**src/verilog/wear_pkg.sv**
```systemverilog
// breaker wear monitor: shared widths, register map, timing and types
// assumes one 250 MHz system clock and a 32-bit plain register port
`default_nettype none
package wear_pkg;
  localparam int CUR_W = 20;
  localparam int CNT_W = 20;
  localparam int LOG_W = 16;
  localparam int NPOINT = 8;
  localparam int NCNT = 6;
  localparam int IRQ_W = 5;
  localparam int TICK_W = 22;
  // timing
  localparam int CLK_MHZ = 250;
  localparam int SAMPLE_PERIOD_MS = 10;
  localparam int SAMPLE_CYCLES = SAMPLE_PERIOD_MS * 1000 * CLK_MHZ;
  localparam int CAPTURE_WINDOW_MS = 500;
  localparam int CAPTURE_SAMPLES = CAPTURE_WINDOW_MS / SAMPLE_PERIOD_MS;
  // register byte addresses
  localparam logic [7:0] A_CTRL = 8'h00;
  localparam logic [7:0] A_AL1_CUR = 8'h04;
  localparam logic [7:0] A_AL1_LIM = 8'h08;
  localparam logic [7:0] A_AL2_CUR = 8'h0c;
  localparam logic [7:0] A_AL2_LIM = 8'h10;
  localparam logic [7:0] A_STATUS = 8'h14;
  localparam logic [7:0] A_IRQ_STAT = 8'h18;
  localparam logic [7:0] A_IRQ_EN = 8'h1c;
  localparam logic [7:0] A_IRQ_CLR = 8'h20;
  localparam logic [7:0] A_TRIP_TIME = 8'h24;
  localparam logic [7:0] A_LAST_I = 8'h28;
  localparam logic [7:0] A_CYC_LEFT = 8'h40;
  localparam logic [7:0] A_CURVE = 8'h80;
  // fields
  localparam int CTRL_CLEAR_BIT = 8;
  localparam int IRQ_TRIP_BIT = 4;
  // reset values
  localparam logic [3:0] EV_EN_RST = 4'h0;
  localparam logic [CUR_W-1:0] CUR_RST = 20'h00000;
  localparam logic [CNT_W-1:0] CNT_RST = 20'h00000;
  localparam logic [IRQ_W-1:0] IRQ_EN_RST = 5'h00;

  typedef struct packed {
    logic [CUR_W-1:0] c;
    logic [CUR_W-1:0] b;
    logic [CUR_W-1:0] a;
  } phase_mag_s;

  typedef enum logic [2:0] {
    S_IDLE = 3'b000,
    S_EVAL = 3'b001,
    S_IDIV = 3'b010,
    S_IFIN = 3'b011,
    S_LOAD = 3'b100,
    S_RATIO = 3'b101,
    S_RDIV = 3'b110,
    S_RFIN = 3'b111
  } calc_state_e;
endpackage
`default_nettype wire

```
**src/verilog/breaker_wear_function.sv**
```systemverilog
// breaker wear monitor: trip peak capture, curve lookup, wear counters,
// alarms, events and register port
// assumes phase magnitudes and time stamp come from logic on SYS_CLK_I
`default_nettype none
//
// Overview of operation
// - per trip, keep the peak magnitude of each phase as its breaking current
// - use fundamental magnitudes only; dc offset is already removed upstream
// - sample every 10 ms, starting when the trip output asserts
// - stop when all phases fall below quarter of peak, or after 500 ms
// - breaker curve holds eight points of current and permitted operations
// - interpolate as straight lines on log-log axes between curve points
// - operations equal a over I to the power n between points k, k+1
// - two alarm points, each with current and cycle limit
// - alarm when remaining cycles drop below that point's cycle limit
// - six counters, per phase per alarm; any phase raises the alarm
// - each alarm drives a signal into the output matrix
// - on and off events per alarm, each only when enabled
// - decrement by alarm-current operations over phase-current operations
// - phase current below alarm current decrements by exactly one
// - store latest trip time and breaking current of each phase
// - clear command resets all counters of both alarm points
module breaker_wear_function
  import wear_pkg::*;
#(
  parameter int SAMPLE_CYC = SAMPLE_CYCLES
)
(
  input wire logic SYS_CLK_I,
  input wire logic SRST_I,
  input wire logic TRIP_I,
  input wire phase_mag_s PHASE_MAG_I,
  input wire logic [31:0] TIME_I,
  input wire logic UNLOCK_I,
  input wire logic [7:0] ADDR_I,
  input wire logic [31:0] WDATA_I,
  input wire logic WR_I,
  input wire logic RD_I,
  output logic [31:0] RDATA_O,
  output logic [1:0] ALARM_O,
  output logic [3:0] EVENT_O,
  output logic IRQ_O
);

  // ----------------------------------------
  // log helpers
  // ----------------------------------------
  // piecewise-linear log2, 5.11 fixed point; monotonic, which keeps
  // the interpolation fraction inside 0..1
  function automatic logic [LOG_W-1:0] log2f(input logic [CUR_W-1:0] x);
    logic [4:0] e;
    logic [CUR_W-1:0] m;
    e = 5'h00;
    for (int i = 0; i < CUR_W; i++)
    begin
      if (x[i])
        e = 5'(i);
    end
    m = x << (5'd19 - e);
    return {e, m[18:8]};
  endfunction

  function automatic logic [31:0] exp2f(input logic [LOG_W-1:0] l);
    logic [31:0] v;
    v = {20'h00000, 1'b1, l[10:0]} << l[15:11];
    return v >> 11;
  endfunction

  // ----------------------------------------
  // settings
  // ----------------------------------------
  logic [3:0] ev_en;
  logic [CUR_W-1:0] alarm_cur [2];
  logic [CNT_W-1:0] alarm_lim [2];
  logic [CUR_W-1:0] curve_i [NPOINT];
  logic [CNT_W-1:0] curve_c [NPOINT];
  logic [IRQ_W-1:0] irq_en;
  logic clear_cmd;
  logic set_wr;

  assign set_wr = WR_I & UNLOCK_I;

  always_ff @(posedge SYS_CLK_I)
  begin
    if (SRST_I)
    begin
      ev_en <= EV_EN_RST;
      irq_en <= IRQ_EN_RST;
      clear_cmd <= 1'b0;
      for (int i = 0; i < 2; i++)
      begin
        alarm_cur[i] <= CUR_RST;
        alarm_lim[i] <= CNT_RST;
      end
      for (int k = 0; k < NPOINT; k++)
      begin
        curve_i[k] <= CUR_RST;
        curve_c[k] <= CNT_RST;
      end
    end
    else
    begin
      clear_cmd <= set_wr && ADDR_I == A_CTRL && WDATA_I[CTRL_CLEAR_BIT];
      if (WR_I && ADDR_I == A_IRQ_EN)
        irq_en <= WDATA_I[IRQ_W-1:0];
      if (set_wr)
      begin
        case (ADDR_I)
          A_CTRL: ev_en <= WDATA_I[3:0];
          A_AL1_CUR: alarm_cur[0] <= WDATA_I[CUR_W-1:0];
          A_AL1_LIM: alarm_lim[0] <= WDATA_I[CNT_W-1:0];
          A_AL2_CUR: alarm_cur[1] <= WDATA_I[CUR_W-1:0];
          A_AL2_LIM: alarm_lim[1] <= WDATA_I[CNT_W-1:0];
          default:
          begin
            if (ADDR_I[7:6] == A_CURVE[7:6] && ADDR_I[1:0] == 2'b00)
            begin
              if (ADDR_I[2])
                curve_c[ADDR_I[5:3]] <= WDATA_I[CNT_W-1:0];
              else
                curve_i[ADDR_I[5:3]] <= WDATA_I[CUR_W-1:0];
            end
          end
        endcase
      end
    end
  end

  // ----------------------------------------
  // trip input and peak capture
  // ----------------------------------------
  logic trip_s1;
  logic trip_s2;
  logic trip_d;
  logic cap_busy;
  logic cap_done;
  logic [TICK_W-1:0] tick;
  logic [5:0] nsamp;
  logic [CUR_W-1:0] mag [3];
  logic [CUR_W-1:0] peak [3];
  logic [CUR_W-1:0] next_peak [3];
  logic [2:0] low;
  logic [CUR_W-1:0] last_i [3];
  logic [31:0] trip_time;

  // front end delivers fundamental magnitudes, so no dc term reaches here
  assign mag[0] = PHASE_MAG_I.a;
  assign mag[1] = PHASE_MAG_I.b;
  assign mag[2] = PHASE_MAG_I.c;

  generate
    for (genvar p = 0; p < 3; p++)
    begin : g_phase
      assign next_peak[p] = (mag[p] > peak[p]) ? mag[p] : peak[p];
      assign low[p] = {mag[p], 2'b00} < {2'b00, next_peak[p]};
    end
  endgenerate

  always_ff @(posedge SYS_CLK_I)
  begin
    if (SRST_I)
    begin
      trip_s1 <= 1'b0;
      trip_s2 <= 1'b0;
      trip_d <= 1'b0;
    end
    else
    begin
      trip_s1 <= TRIP_I;
      trip_s2 <= trip_s1;
      trip_d <= trip_s2;
    end
  end

  always_ff @(posedge SYS_CLK_I)
  begin
    if (SRST_I)
    begin
      cap_busy <= 1'b0;
      cap_done <= 1'b0;
      tick <= '0;
      nsamp <= 6'h00;
      trip_time <= 32'h00000000;
      for (int p = 0; p < 3; p++)
      begin
        peak[p] <= CUR_RST;
        last_i[p] <= CUR_RST;
      end
    end
    else
    begin
      cap_done <= 1'b0;
      if (!cap_busy)
      begin
        if (trip_s2 && !trip_d)
        begin
          cap_busy <= 1'b1;
          tick <= '0;
          nsamp <= 6'h00;
          trip_time <= TIME_I;
          for (int p = 0; p < 3; p++)
            peak[p] <= mag[p];
        end
      end
      else if (tick == TICK_W'(SAMPLE_CYC - 1))
      begin
        tick <= '0;
        nsamp <= nsamp + 6'h01;
        if (nsamp == 6'(CAPTURE_SAMPLES - 1))
        begin
          cap_busy <= 1'b0;
          cap_done <= 1'b1;
          for (int p = 0; p < 3; p++)
            last_i[p] <= peak[p];
        end
        else
        begin
          for (int p = 0; p < 3; p++)
            peak[p] <= next_peak[p];
          if (&low)
          begin
            cap_busy <= 1'b0;
            cap_done <= 1'b1;
            for (int p = 0; p < 3; p++)
              last_i[p] <= next_peak[p];
          end
        end
      end
      else
        tick <= tick + TICK_W'(1);
    end
  end

  // ----------------------------------------
  // shared divider
  // ----------------------------------------
  logic div_go;
  logic div_done;
  logic [31:0] div_n;
  logic [31:0] div_d;
  logic [31:0] quo;
  logic [31:0] rem;
  logic [5:0] dcnt;
  logic [32:0] dtrial;

  assign dtrial = {rem, quo[31]} - {1'b0, div_d};

  always_ff @(posedge SYS_CLK_I)
  begin
    if (SRST_I)
    begin
      quo <= 32'h00000000;
      rem <= 32'h00000000;
      dcnt <= 6'h00;
      div_done <= 1'b0;
    end
    else if (div_go)
    begin
      quo <= div_n;
      rem <= 32'h00000000;
      dcnt <= 6'h20;
      div_done <= 1'b0;
    end
    else if (dcnt != 6'h00)
    begin
      quo <= {quo[30:0], ~dtrial[32]};
      rem <= dtrial[32] ? {rem[30:0], quo[31]} : dtrial[31:0];
      dcnt <= dcnt - 6'h01;
      div_done <= dcnt == 6'h01;
    end
    else
      div_done <= 1'b0;
  end

  // ----------------------------------------
  // curve lookup
  // ----------------------------------------
  calc_state_e state;
  logic [2:0] ev;
  logic [CUR_W-1:0] item_cur;
  logic below;
  logic above;
  logic found;
  logic [2:0] seg;
  logic [2:0] seg_hi;
  logic [LOG_W-1:0] l_lo;
  logic [LOG_W-1:0] l_span;
  logic [LOG_W-1:0] l_off;
  logic [LOG_W-1:0] c_lo;
  logic [LOG_W-1:0] c_hi;
  logic signed [16:0] dlc;
  logic signed [34:0] prod;
  logic [16:0] lc;
  logic [31:0] c_exp;
  logic [CNT_W-1:0] c_interp;

  always_comb
  begin
    item_cur = (ev < 3'd3) ? last_i[ev[1:0]] : alarm_cur[ev[2]];
    below = item_cur <= curve_i[0];
    above = item_cur >= curve_i[NPOINT-1];
    seg = 3'd0;
    found = 1'b0;
    for (int k = 0; k < NPOINT - 1; k++)
    begin
      if (!found && item_cur <= curve_i[k+1])
      begin
        seg = 3'(k);
        found = 1'b1;
      end
    end
    seg_hi = seg + 3'd1;
    l_lo = log2f(curve_i[seg]);
    l_span = log2f(curve_i[seg_hi]) - l_lo;
    l_off = log2f(item_cur) - l_lo;
    c_lo = log2f(curve_c[seg]);
    c_hi = log2f(curve_c[seg_hi]);
    // log C = log Ck - n * (log I - log Ik), same as C = a / I^n
    dlc = $signed({1'b0, c_lo}) - $signed({1'b0, c_hi});
    prod = dlc * $signed({1'b0, quo[16:0]});
    lc = {1'b0, c_lo} - prod[32:16];
    c_exp = exp2f(lc[LOG_W-1:0]);
    c_interp = (|c_exp[31:CNT_W]) ? {CNT_W{1'b1}} : c_exp[CNT_W-1:0];
  end

  // ----------------------------------------
  // wear counters
  // ----------------------------------------
  logic [CNT_W-1:0] c_val [5];
  logic [CNT_W-1:0] cyc_left [NCNT];
  logic [CNT_W-1:0] dec;
  logic is_clear;
  logic ra;
  logic [1:0] rp;
  logic [2:0] cidx;
  logic trip_pend;
  logic clear_pend;
  logic [CNT_W-1:0] ca;
  logic [CNT_W-1:0] cp;
  logic [2:0] ev_next;
  calc_state_e ev_after;

  assign cidx = ra ? {1'b0, rp} + 3'd3 : {1'b0, rp};
  assign ca = c_val[ra ? 4 : 3];
  assign cp = c_val[rp];
  assign ev_next = ev + 3'd1;
  assign ev_after = (ev == 3'd4) ? (is_clear ? S_LOAD : S_RATIO) : S_EVAL;

  // a trip captured during a long calculation overwrites the stored
  // currents; the window is a few hundred cycles against 10 ms sampling
  always_ff @(posedge SYS_CLK_I)
  begin
    if (SRST_I)
    begin
      state <= S_IDLE;
      ev <= 3'd0;
      is_clear <= 1'b0;
      ra <= 1'b0;
      rp <= 2'd0;
      dec <= CNT_RST;
      div_go <= 1'b0;
      div_n <= 32'h00000000;
      div_d <= 32'h00000000;
      trip_pend <= 1'b0;
      clear_pend <= 1'b0;
      for (int j = 0; j < 5; j++)
        c_val[j] <= CNT_RST;
      for (int j = 0; j < NCNT; j++)
        cyc_left[j] <= CNT_RST;
    end
    else
    begin
      div_go <= 1'b0;
      case (state)
        S_IDLE:
        begin
          if (clear_pend)
          begin
            clear_pend <= 1'b0;
            is_clear <= 1'b1;
            ev <= 3'd3;
            state <= S_EVAL;
          end
          else if (trip_pend)
          begin
            trip_pend <= 1'b0;
            is_clear <= 1'b0;
            ev <= 3'd0;
            state <= S_EVAL;
          end
        end
        S_EVAL:
        begin
          if (below || above || l_span == 16'h0000)
          begin
            c_val[ev] <= below ? curve_c[0] : above ? curve_c[NPOINT-1] : curve_c[seg_hi];
            ev <= ev_next;
            state <= ev_after;
          end
          else
          begin
            div_n <= {l_off, 16'h0000};
            div_d <= {16'h0000, l_span};
            div_go <= 1'b1;
            state <= S_IDIV;
          end
        end
        S_IDIV:
        begin
          if (div_done)
            state <= S_IFIN;
        end
        S_IFIN:
        begin
          c_val[ev] <= c_interp;
          ev <= ev_next;
          state <= ev_after;
        end
        S_LOAD:
        begin
          for (int j = 0; j < NCNT; j++)
            cyc_left[j] <= c_val[3 + j / 3];
          state <= S_IDLE;
        end
        S_RATIO:
        begin
          if (last_i[rp] < alarm_cur[ra])
          begin
            dec <= 20'h00001;
            state <= S_RFIN;
          end
          else if (cp == CNT_RST)
          begin
            dec <= {CNT_W{1'b1}};
            state <= S_RFIN;
          end
          else
          begin
            div_n <= {11'h000, ca, 1'b0} + {12'h000, cp};
            div_d <= {11'h000, cp, 1'b0};
            div_go <= 1'b1;
            state <= S_RDIV;
          end
        end
        S_RDIV:
        begin
          if (div_done)
          begin
            dec <= (|quo[31:CNT_W]) ? {CNT_W{1'b1}} : quo[CNT_W-1:0];
            state <= S_RFIN;
          end
        end
        S_RFIN:
        begin
          cyc_left[cidx] <= (cyc_left[cidx] > dec) ? cyc_left[cidx] - dec : CNT_RST;
          if (rp == 2'd2)
          begin
            rp <= 2'd0;
            ra <= ~ra;
            if (ra)
              state <= S_IDLE;
            else
              state <= S_RATIO;
          end
          else
          begin
            rp <= rp + 2'd1;
            state <= S_RATIO;
          end
        end
        default: state <= S_IDLE;
      endcase
      if (cap_done)
        trip_pend <= 1'b1;
      if (clear_cmd)
        clear_pend <= 1'b1;
    end
  end

  // ----------------------------------------
  // alarms, events and interrupt
  // ----------------------------------------
  logic [1:0] alarm_lvl;
  logic [3:0] ev_raw;
  logic [IRQ_W-1:0] irq_stat;
  logic [IRQ_W-1:0] irq_clr;

  generate
    for (genvar a = 0; a < 2; a++)
    begin : g_alarm
      assign alarm_lvl[a] = (cyc_left[3*a] < alarm_lim[a]) | (cyc_left[3*a+1] < alarm_lim[a])
        | (cyc_left[3*a+2] < alarm_lim[a]);
      assign ev_raw[2*a] = alarm_lvl[a] & ~ALARM_O[a];
      assign ev_raw[2*a+1] = ~alarm_lvl[a] & ALARM_O[a];
    end
  endgenerate

  assign irq_clr = (WR_I && ADDR_I == A_IRQ_CLR) ? WDATA_I[IRQ_W-1:0] : 5'h00;

  always_ff @(posedge SYS_CLK_I)
  begin
    if (SRST_I)
    begin
      ALARM_O <= 2'b00;
      EVENT_O <= 4'h0;
      irq_stat <= 5'h00;
      IRQ_O <= 1'b0;
    end
    else
    begin
      ALARM_O <= alarm_lvl;
      EVENT_O <= ev_raw & ev_en;
      // set wins over a clear in the same cycle
      irq_stat <= (irq_stat & ~irq_clr) | {cap_done, ev_raw & ev_en};
      IRQ_O <= |(irq_stat & irq_en);
    end
  end

  // ----------------------------------------
  // read port
  // ----------------------------------------
  logic [31:0] rd_val;

  always_comb
  begin
    rd_val = 32'h00000000;
    case (ADDR_I)
      A_CTRL: rd_val = {28'h0000000, ev_en};
      A_AL1_CUR: rd_val = {12'h000, alarm_cur[0]};
      A_AL1_LIM: rd_val = {12'h000, alarm_lim[0]};
      A_AL2_CUR: rd_val = {12'h000, alarm_cur[1]};
      A_AL2_LIM: rd_val = {12'h000, alarm_lim[1]};
      A_STATUS: rd_val = {28'h0000000, state != S_IDLE, cap_busy, ALARM_O};
      A_IRQ_STAT: rd_val = {27'h0000000, irq_stat};
      A_IRQ_EN: rd_val = {27'h0000000, irq_en};
      A_TRIP_TIME: rd_val = trip_time;
      default:
      begin
        if (ADDR_I[7:4] == A_LAST_I[7:4] && ADDR_I[3:0] >= 4'h8)
          rd_val = {12'h000, last_i[2'(ADDR_I[3:2] - 2'd2)]};
        else if (ADDR_I >= A_LAST_I + 8'h08 && ADDR_I < A_LAST_I + 8'h0c)
          rd_val = {12'h000, last_i[2]};
        else if (ADDR_I >= A_CYC_LEFT && ADDR_I < A_CYC_LEFT + 8'h18)
          rd_val = {12'h000, cyc_left[3'(ADDR_I[4:2])]};
        else if (ADDR_I[7:6] == A_CURVE[7:6])
          rd_val = ADDR_I[2] ? {12'h000, curve_c[ADDR_I[5:3]]} : {12'h000, curve_i[ADDR_I[5:3]]};
      end
    endcase
    if (ADDR_I[1:0] != 2'b00)
      rd_val = 32'h00000000;
  end

  always_ff @(posedge SYS_CLK_I)
  begin
    if (SRST_I)
      RDATA_O <= 32'h00000000;
    else
      RDATA_O <= RD_I ? rd_val : 32'h00000000;
  end

endmodule
`default_nettype wire

```
**config.mk**
```make
export PLATFORM = sky130hd
export DESIGN_NAME = breaker_wear_function
export DESIGN_NICKNAME = d
export VERILOG_FILES = /design/src/verilog/wear_pkg.sv /design/src/verilog/breaker_wear_function.sv
export SDC_FILE = /design/constraint.sdc
export NUM_CORES = 2
export LEC_CHECK = 0
export BUFFER_PORTS_ARGS = -buffer_cell sky130_fd_sc_hd__buf_4
export CAP_MARGIN = 20
export CORE_UTILIZATION = 55
export DETAILED_ROUTE_END_ITERATION = 12
export GPL_ROUTABILITY_DRIVEN = 0
export PLACE_DENSITY = 0.71
export SLEW_MARGIN = 25
export SYNTH_ARGS = -nofsm -noshare
export SYNTH_HDL_FRONTEND = slang
export SYNTH_SLANG_ARGS = --single-unit
```
**constraint.sdc**
```tcl
create_clock -name SYS_CLK_I -period 59.6 [get_ports SYS_CLK_I]
set_input_delay 14.9 -clock SYS_CLK_I [delete_from_list [all_inputs] [get_ports SYS_CLK_I]]
set_output_delay 14.9 -clock SYS_CLK_I [all_outputs]
set_load 0.02 [all_outputs]
```
==> results.sh <==
export IMPL_min_path_cells=2
export IMPL_layout_filler_cells=12763
export IMPL_synth_top_cells_by_count="nand2_1, edfxtp_1, inv_1"
export IMPL_clock_skew_final_ns=0.0508
export IMPL_final_net_count=9985
export IMPL_post_synthesis_xor_xnor_area_fraction=0.0135
export IMPL_logic_depth_of_the_worst_register_to_register_path=73
export IMPL_detail_route_iter0_violations=11220
export IMPL_overall_power_after_layout_uw=3040
export IMPL_hold_path_class="reg2reg"
export IMPL_postSynthCellCount=9042
export IMPL_syn_avg_cell_area_um2=9.39
export IMPL_crit_path_end="c_val[0][10]$_SDFFCE_PN0P_"
export IMPL_antenna_found_initial=27
export IMPL_area_delta_synth_final_pct=8.47
export IMPL_cts_hold_fix_bufs=0
export IMPL_ir_worst_vdd_mv=0.0693
export IMPL_first_pass_iters=11
export IMPL_num_vias=74797
export IMPL_die_w_um=395
export IMPL_grt_pass1_wl_mm=454
export IMPL_ant_nets=0
export IMPL_grt_pass1_vias=71858
export IMPL_multiplexer_fraction_of_the_synthesized_cell_area=0.110
export IMPL_regToRegSetupSlack_ns=34.02
export IMPL_switchingPower_uw=1300
export IMPL_ys_ff_latch=1062
export IMPL_setup_worst_path_end_class="flop"
export IMPL_global_route_overflow_total=0
export IMPL_cpPeakStageDelay_ns=0.99
export IMPL_tns_ns=0
export IMPL_largest_family_of_logic_cells_by_synthesized_area="compound AO/OA/AOI/OAI gates"
export IMPL_max_cap_violations=0
export IMPL_element_type_at_the_critical_path_start="flop"
export IMPL_crit_top_cell="fa_1"
export IMPL_share_clk_of_total_power=0.243
export IMPL_synth_area_in_simple_gates=0.161
export IMPL_yosysTopAreaCell="edfxtp_1"
export IMPL_worst_ep_required_ns=60.10
export IMPL_unrepaired_setup_endpoints_after_global_routing="no"
export IMPL_leading_post_synthesis_cells_by_cell_area="edfxtp_1, ha_1, dfxtp_1"
export IMPL_global_route_usage_total=0.387
export IMPL_post_synth_num_cell_types=125
export IMPL_ratio_of_cells_with_drive_above_1_in_the_final_layout=0.105
export IMPL_max_slew_margin_rel=0.165
export IMPL_cp_arrival_ns=26.09
export IMPL_status="finished clean"
export IMPL_netlist_area_um2=84900
export IMPL_fp_coreArea_um2=153000
export IMPL_ioPinCount=177
export IMPL_final_period_utilization=0.429
export IMPL_dp_hpwl_mm=222
export IMPL_die_area_um2=156000
export IMPL_synth_most_common_cell="nand2_1"
export IMPL_swShare=0.427
export IMPL_cts_inserted_buffers=110
export IMPL_async_flop_share=0
export IMPL_postRouteWirelength_mm=309
export IMPL_die_h_um=395
export IMPL_floorplan_rows=143
export IMPL_max_slew_worst_pin_slew_ns=1.25
export IMPL_max_freq_mhz=39.1
export IMPL_maxSlewViolCount=0
export IMPL_synthDominantCellAreaShare=0.276
export IMPL_floorplan_initialDensity=0.556
export IMPL_cts_resized=0
export IMPL_timing_hold_ws_ns=0.452
export IMPL_timing_worst_setup_path_type="reg2reg"
export IMPL_cts_h_tree_lvls=3
export IMPL_power_density_nw_per_um2=33.0
export IMPL_layout_min_cycle_time_ns=25.58
export IMPL_root_buffer="clkbuf_16"
export IMPL_routed_via_density=6.73
export IMPL_synthAdderAreaFrac=0.150
export IMPL_synth_edf_count=780
export IMPL_grt_start_max_net_pins=95
export IMPL_portBuffers=164
export IMPL_tritoncts_num_sinks=1062
export IMPL_routed_wire_length_per_instance_um=27.8
export IMPL_sequential_power_share=0.286
export IMPL_sequential_fraction_of_the_synthesis_area=0.342
export IMPL_syn_num_nets=10060
export IMPL_cts_buffer_depth=3
export IMPL_intPower_uw=1740
export IMPL_timing_final_setup_violations=0
export IMPL_postSynth_topFlopCell="edfxtp_1"
export IMPL_synth_warning_count=0
export IMPL_synth_compound_area_share=0.163
export IMPL_clkLatencyLatePin_ns=0.79
export IMPL_clkSlewWorstSetupHoldPaths_ns=0.06
export IMPL_hold_vio_cnt_final=0
export IMPL_p_leak_uw=0.0379
export IMPL_tritoncts="done"
export IMPL_share_comb_of_total_power=0.471
export IMPL_postCtsSetupBuffers=0
export IMPL_route_detailed_drc=0
export IMPL_critical_path_slowest_cell="o311ai_1"
export IMPL_endpoint_of_the_lowest_slack_register_to_register_path="c_val[0][10]$_SDFFCE_PN0P_"
export IMPL_cp_max_fo=77
## cell type report
cell class | instances | area, um2 | share of cell area
Clock buffer | 148 | 3160 | 0.0343
Clock inverter | 59 | 704 | 0.00765
Inverter | 709 | 2670 | 0.0290
Multi-Input combinational cell | 6733 | 51200 | 0.556
Tap cell | 2030 | 2540 | 0.0276
Antenna cell | 17 | 42.5 | 0.000462
Timing Repair Buffer | 351 | 2660 | 0.0289
Sequential cell | 1062 | 29100 | 0.316
## sequential cells by signal, summed over array words and instances (netlist names), 6 cells and up, named ones only
name	flops
trip_time	32
alarm_lim	40
alarm_cur	40
curve_i	160
div_n	32
dec	20
nsamp	6
quo	32
peak	60
cyc_left	160
RDATA_O	32
tick	22
curve_c	160
rem	32
div_d	21
c_val	100
last_i	60
dcnt	6
## kinds of logic (layout without fill, tap and decap cells)
group                      after synthesis  count (layout)
and+or+nand+nor                       2854            2854
xor gates and xnor gates               126             126
AOI/OAI and AO/OA                     2136            2136
other                                    0              17
buffers and inverters                 1247            1267
muxes                                  737             737
DFF                                   1062            1062
adders and majority gates              880             880
## stage by stage
stage | instances | utilization | cell area [um2] | setup slack [ns]
4_1_cts | 11090 | 0.602 | 91900 | 35.11
2_1_floorplan | 9042 | - | 84900 | 35.53
3_3_place_gp | 10880 | 0.577 | 88000 | 35.56
3_5_place_dp | 10883 | 0.577 | 88100 | 35.18
6_report | 11109 | 0.603 | 92100 | 34.02
5_1_grt | 11096 | 0.603 | 92000 | 33.17
## layer usage
layer | share of wire | vias to the layer above | wire [um] | track usage
met3 | 0.14 | 1356 | 43900 | 0.134
met5 | 0.0015 | - | 450 | 0.00277
li1 | - | 32385 | - | -
met4 | 0.084 | 26 | 26000 | 0.268
met2 | 0.41 | 5458 | 128000 | 0.560
met1 | 0.36 | 35572 | 111000 | 0.484
## worst max-delay path: cells and delay by family (launching register included)
kind	cells	cell delay, ns
and+or+nand+nor	17	4.76
DFF	1	0.31
adders and majority gates	13	5.63
AOI/OAI and AO/OA	27	7.73
buffers and inverters	11	4.17
xor gates and xnor gates	2	1.36
muxes	3	1.18
## how the worst min path moves through the flow
stage / start / end
after floorplan: clear_cmd$_SDFF_PP0_ / clear_pend$_SDFFE_PP0P_
after global placement: trip_s1$_SDFF_PP0_ / trip_s2$_SDFF_PP0_
after detailed placement: trip_time[27]$_SDFFE_PP0P_ / trip_time[27]$_SDFFE_PP0P_
after CTS: trip_time[27]$_SDFFE_PP0P_ / trip_time[27]$_SDFFE_PP0P_
after global routing: trip_time[30]$_SDFFE_PP0P_ / trip_time[30]$_SDFFE_PP0P_
final: trip_time[25]$_SDFFE_PP0P_ / trip_time[25]$_SDFFE_PP0P_
## power groups by stage
stage / sequential [uW] / combinational, uW / clock (uW)
after CTS: 867 / 1390 / 736
after detailed placement: 882 / 1380 / 0
after floorplan: 863 / 966 / 0
final: 869 / 1430 / 739
after global routing: 871 / 1550 / 765
after global placement: 880 / 1350 / 0
## layout by cell type (no fill, tap or decap), drive strengths merged, types with 27 or more instances in the layout
| master | n |
|---|---|
| a21oi | 578 |
| buf | 351 |
| inv | 705 |
| nand2b | 85 |
| a21o | 149 |
| xor2 | 46 |
| o22ai | 82 |
| a211oi | 100 |
| nor4 | 34 |
| mux2i | 502 |
| a32oi | 29 |
| o22a | 27 |
| nor2 | 666 |
| nand3 | 133 |
| or3 | 43 |
| clkbuf | 148 |
| a21boi | 29 |
| nor2b | 113 |
| ha | 650 |
| and2 | 480 |
| o21a | 38 |
| dfxtp | 282 |
| mux2 | 86 |
| nand2 | 959 |
| or2 | 40 |
| mux4 | 149 |
| fa | 230 |
| nor3 | 112 |
| and3 | 49 |
| o221ai | 33 |
| nand4 | 85 |
| a22oi | 77 |
| clkinv | 45 |
| edfxtp | 780 |
| o211ai | 57 |
| a31oi | 42 |
| xnor2 | 77 |
| o21ai | 569 |
| a221oi | 62 |
Power figures use the tool's default switching activity.
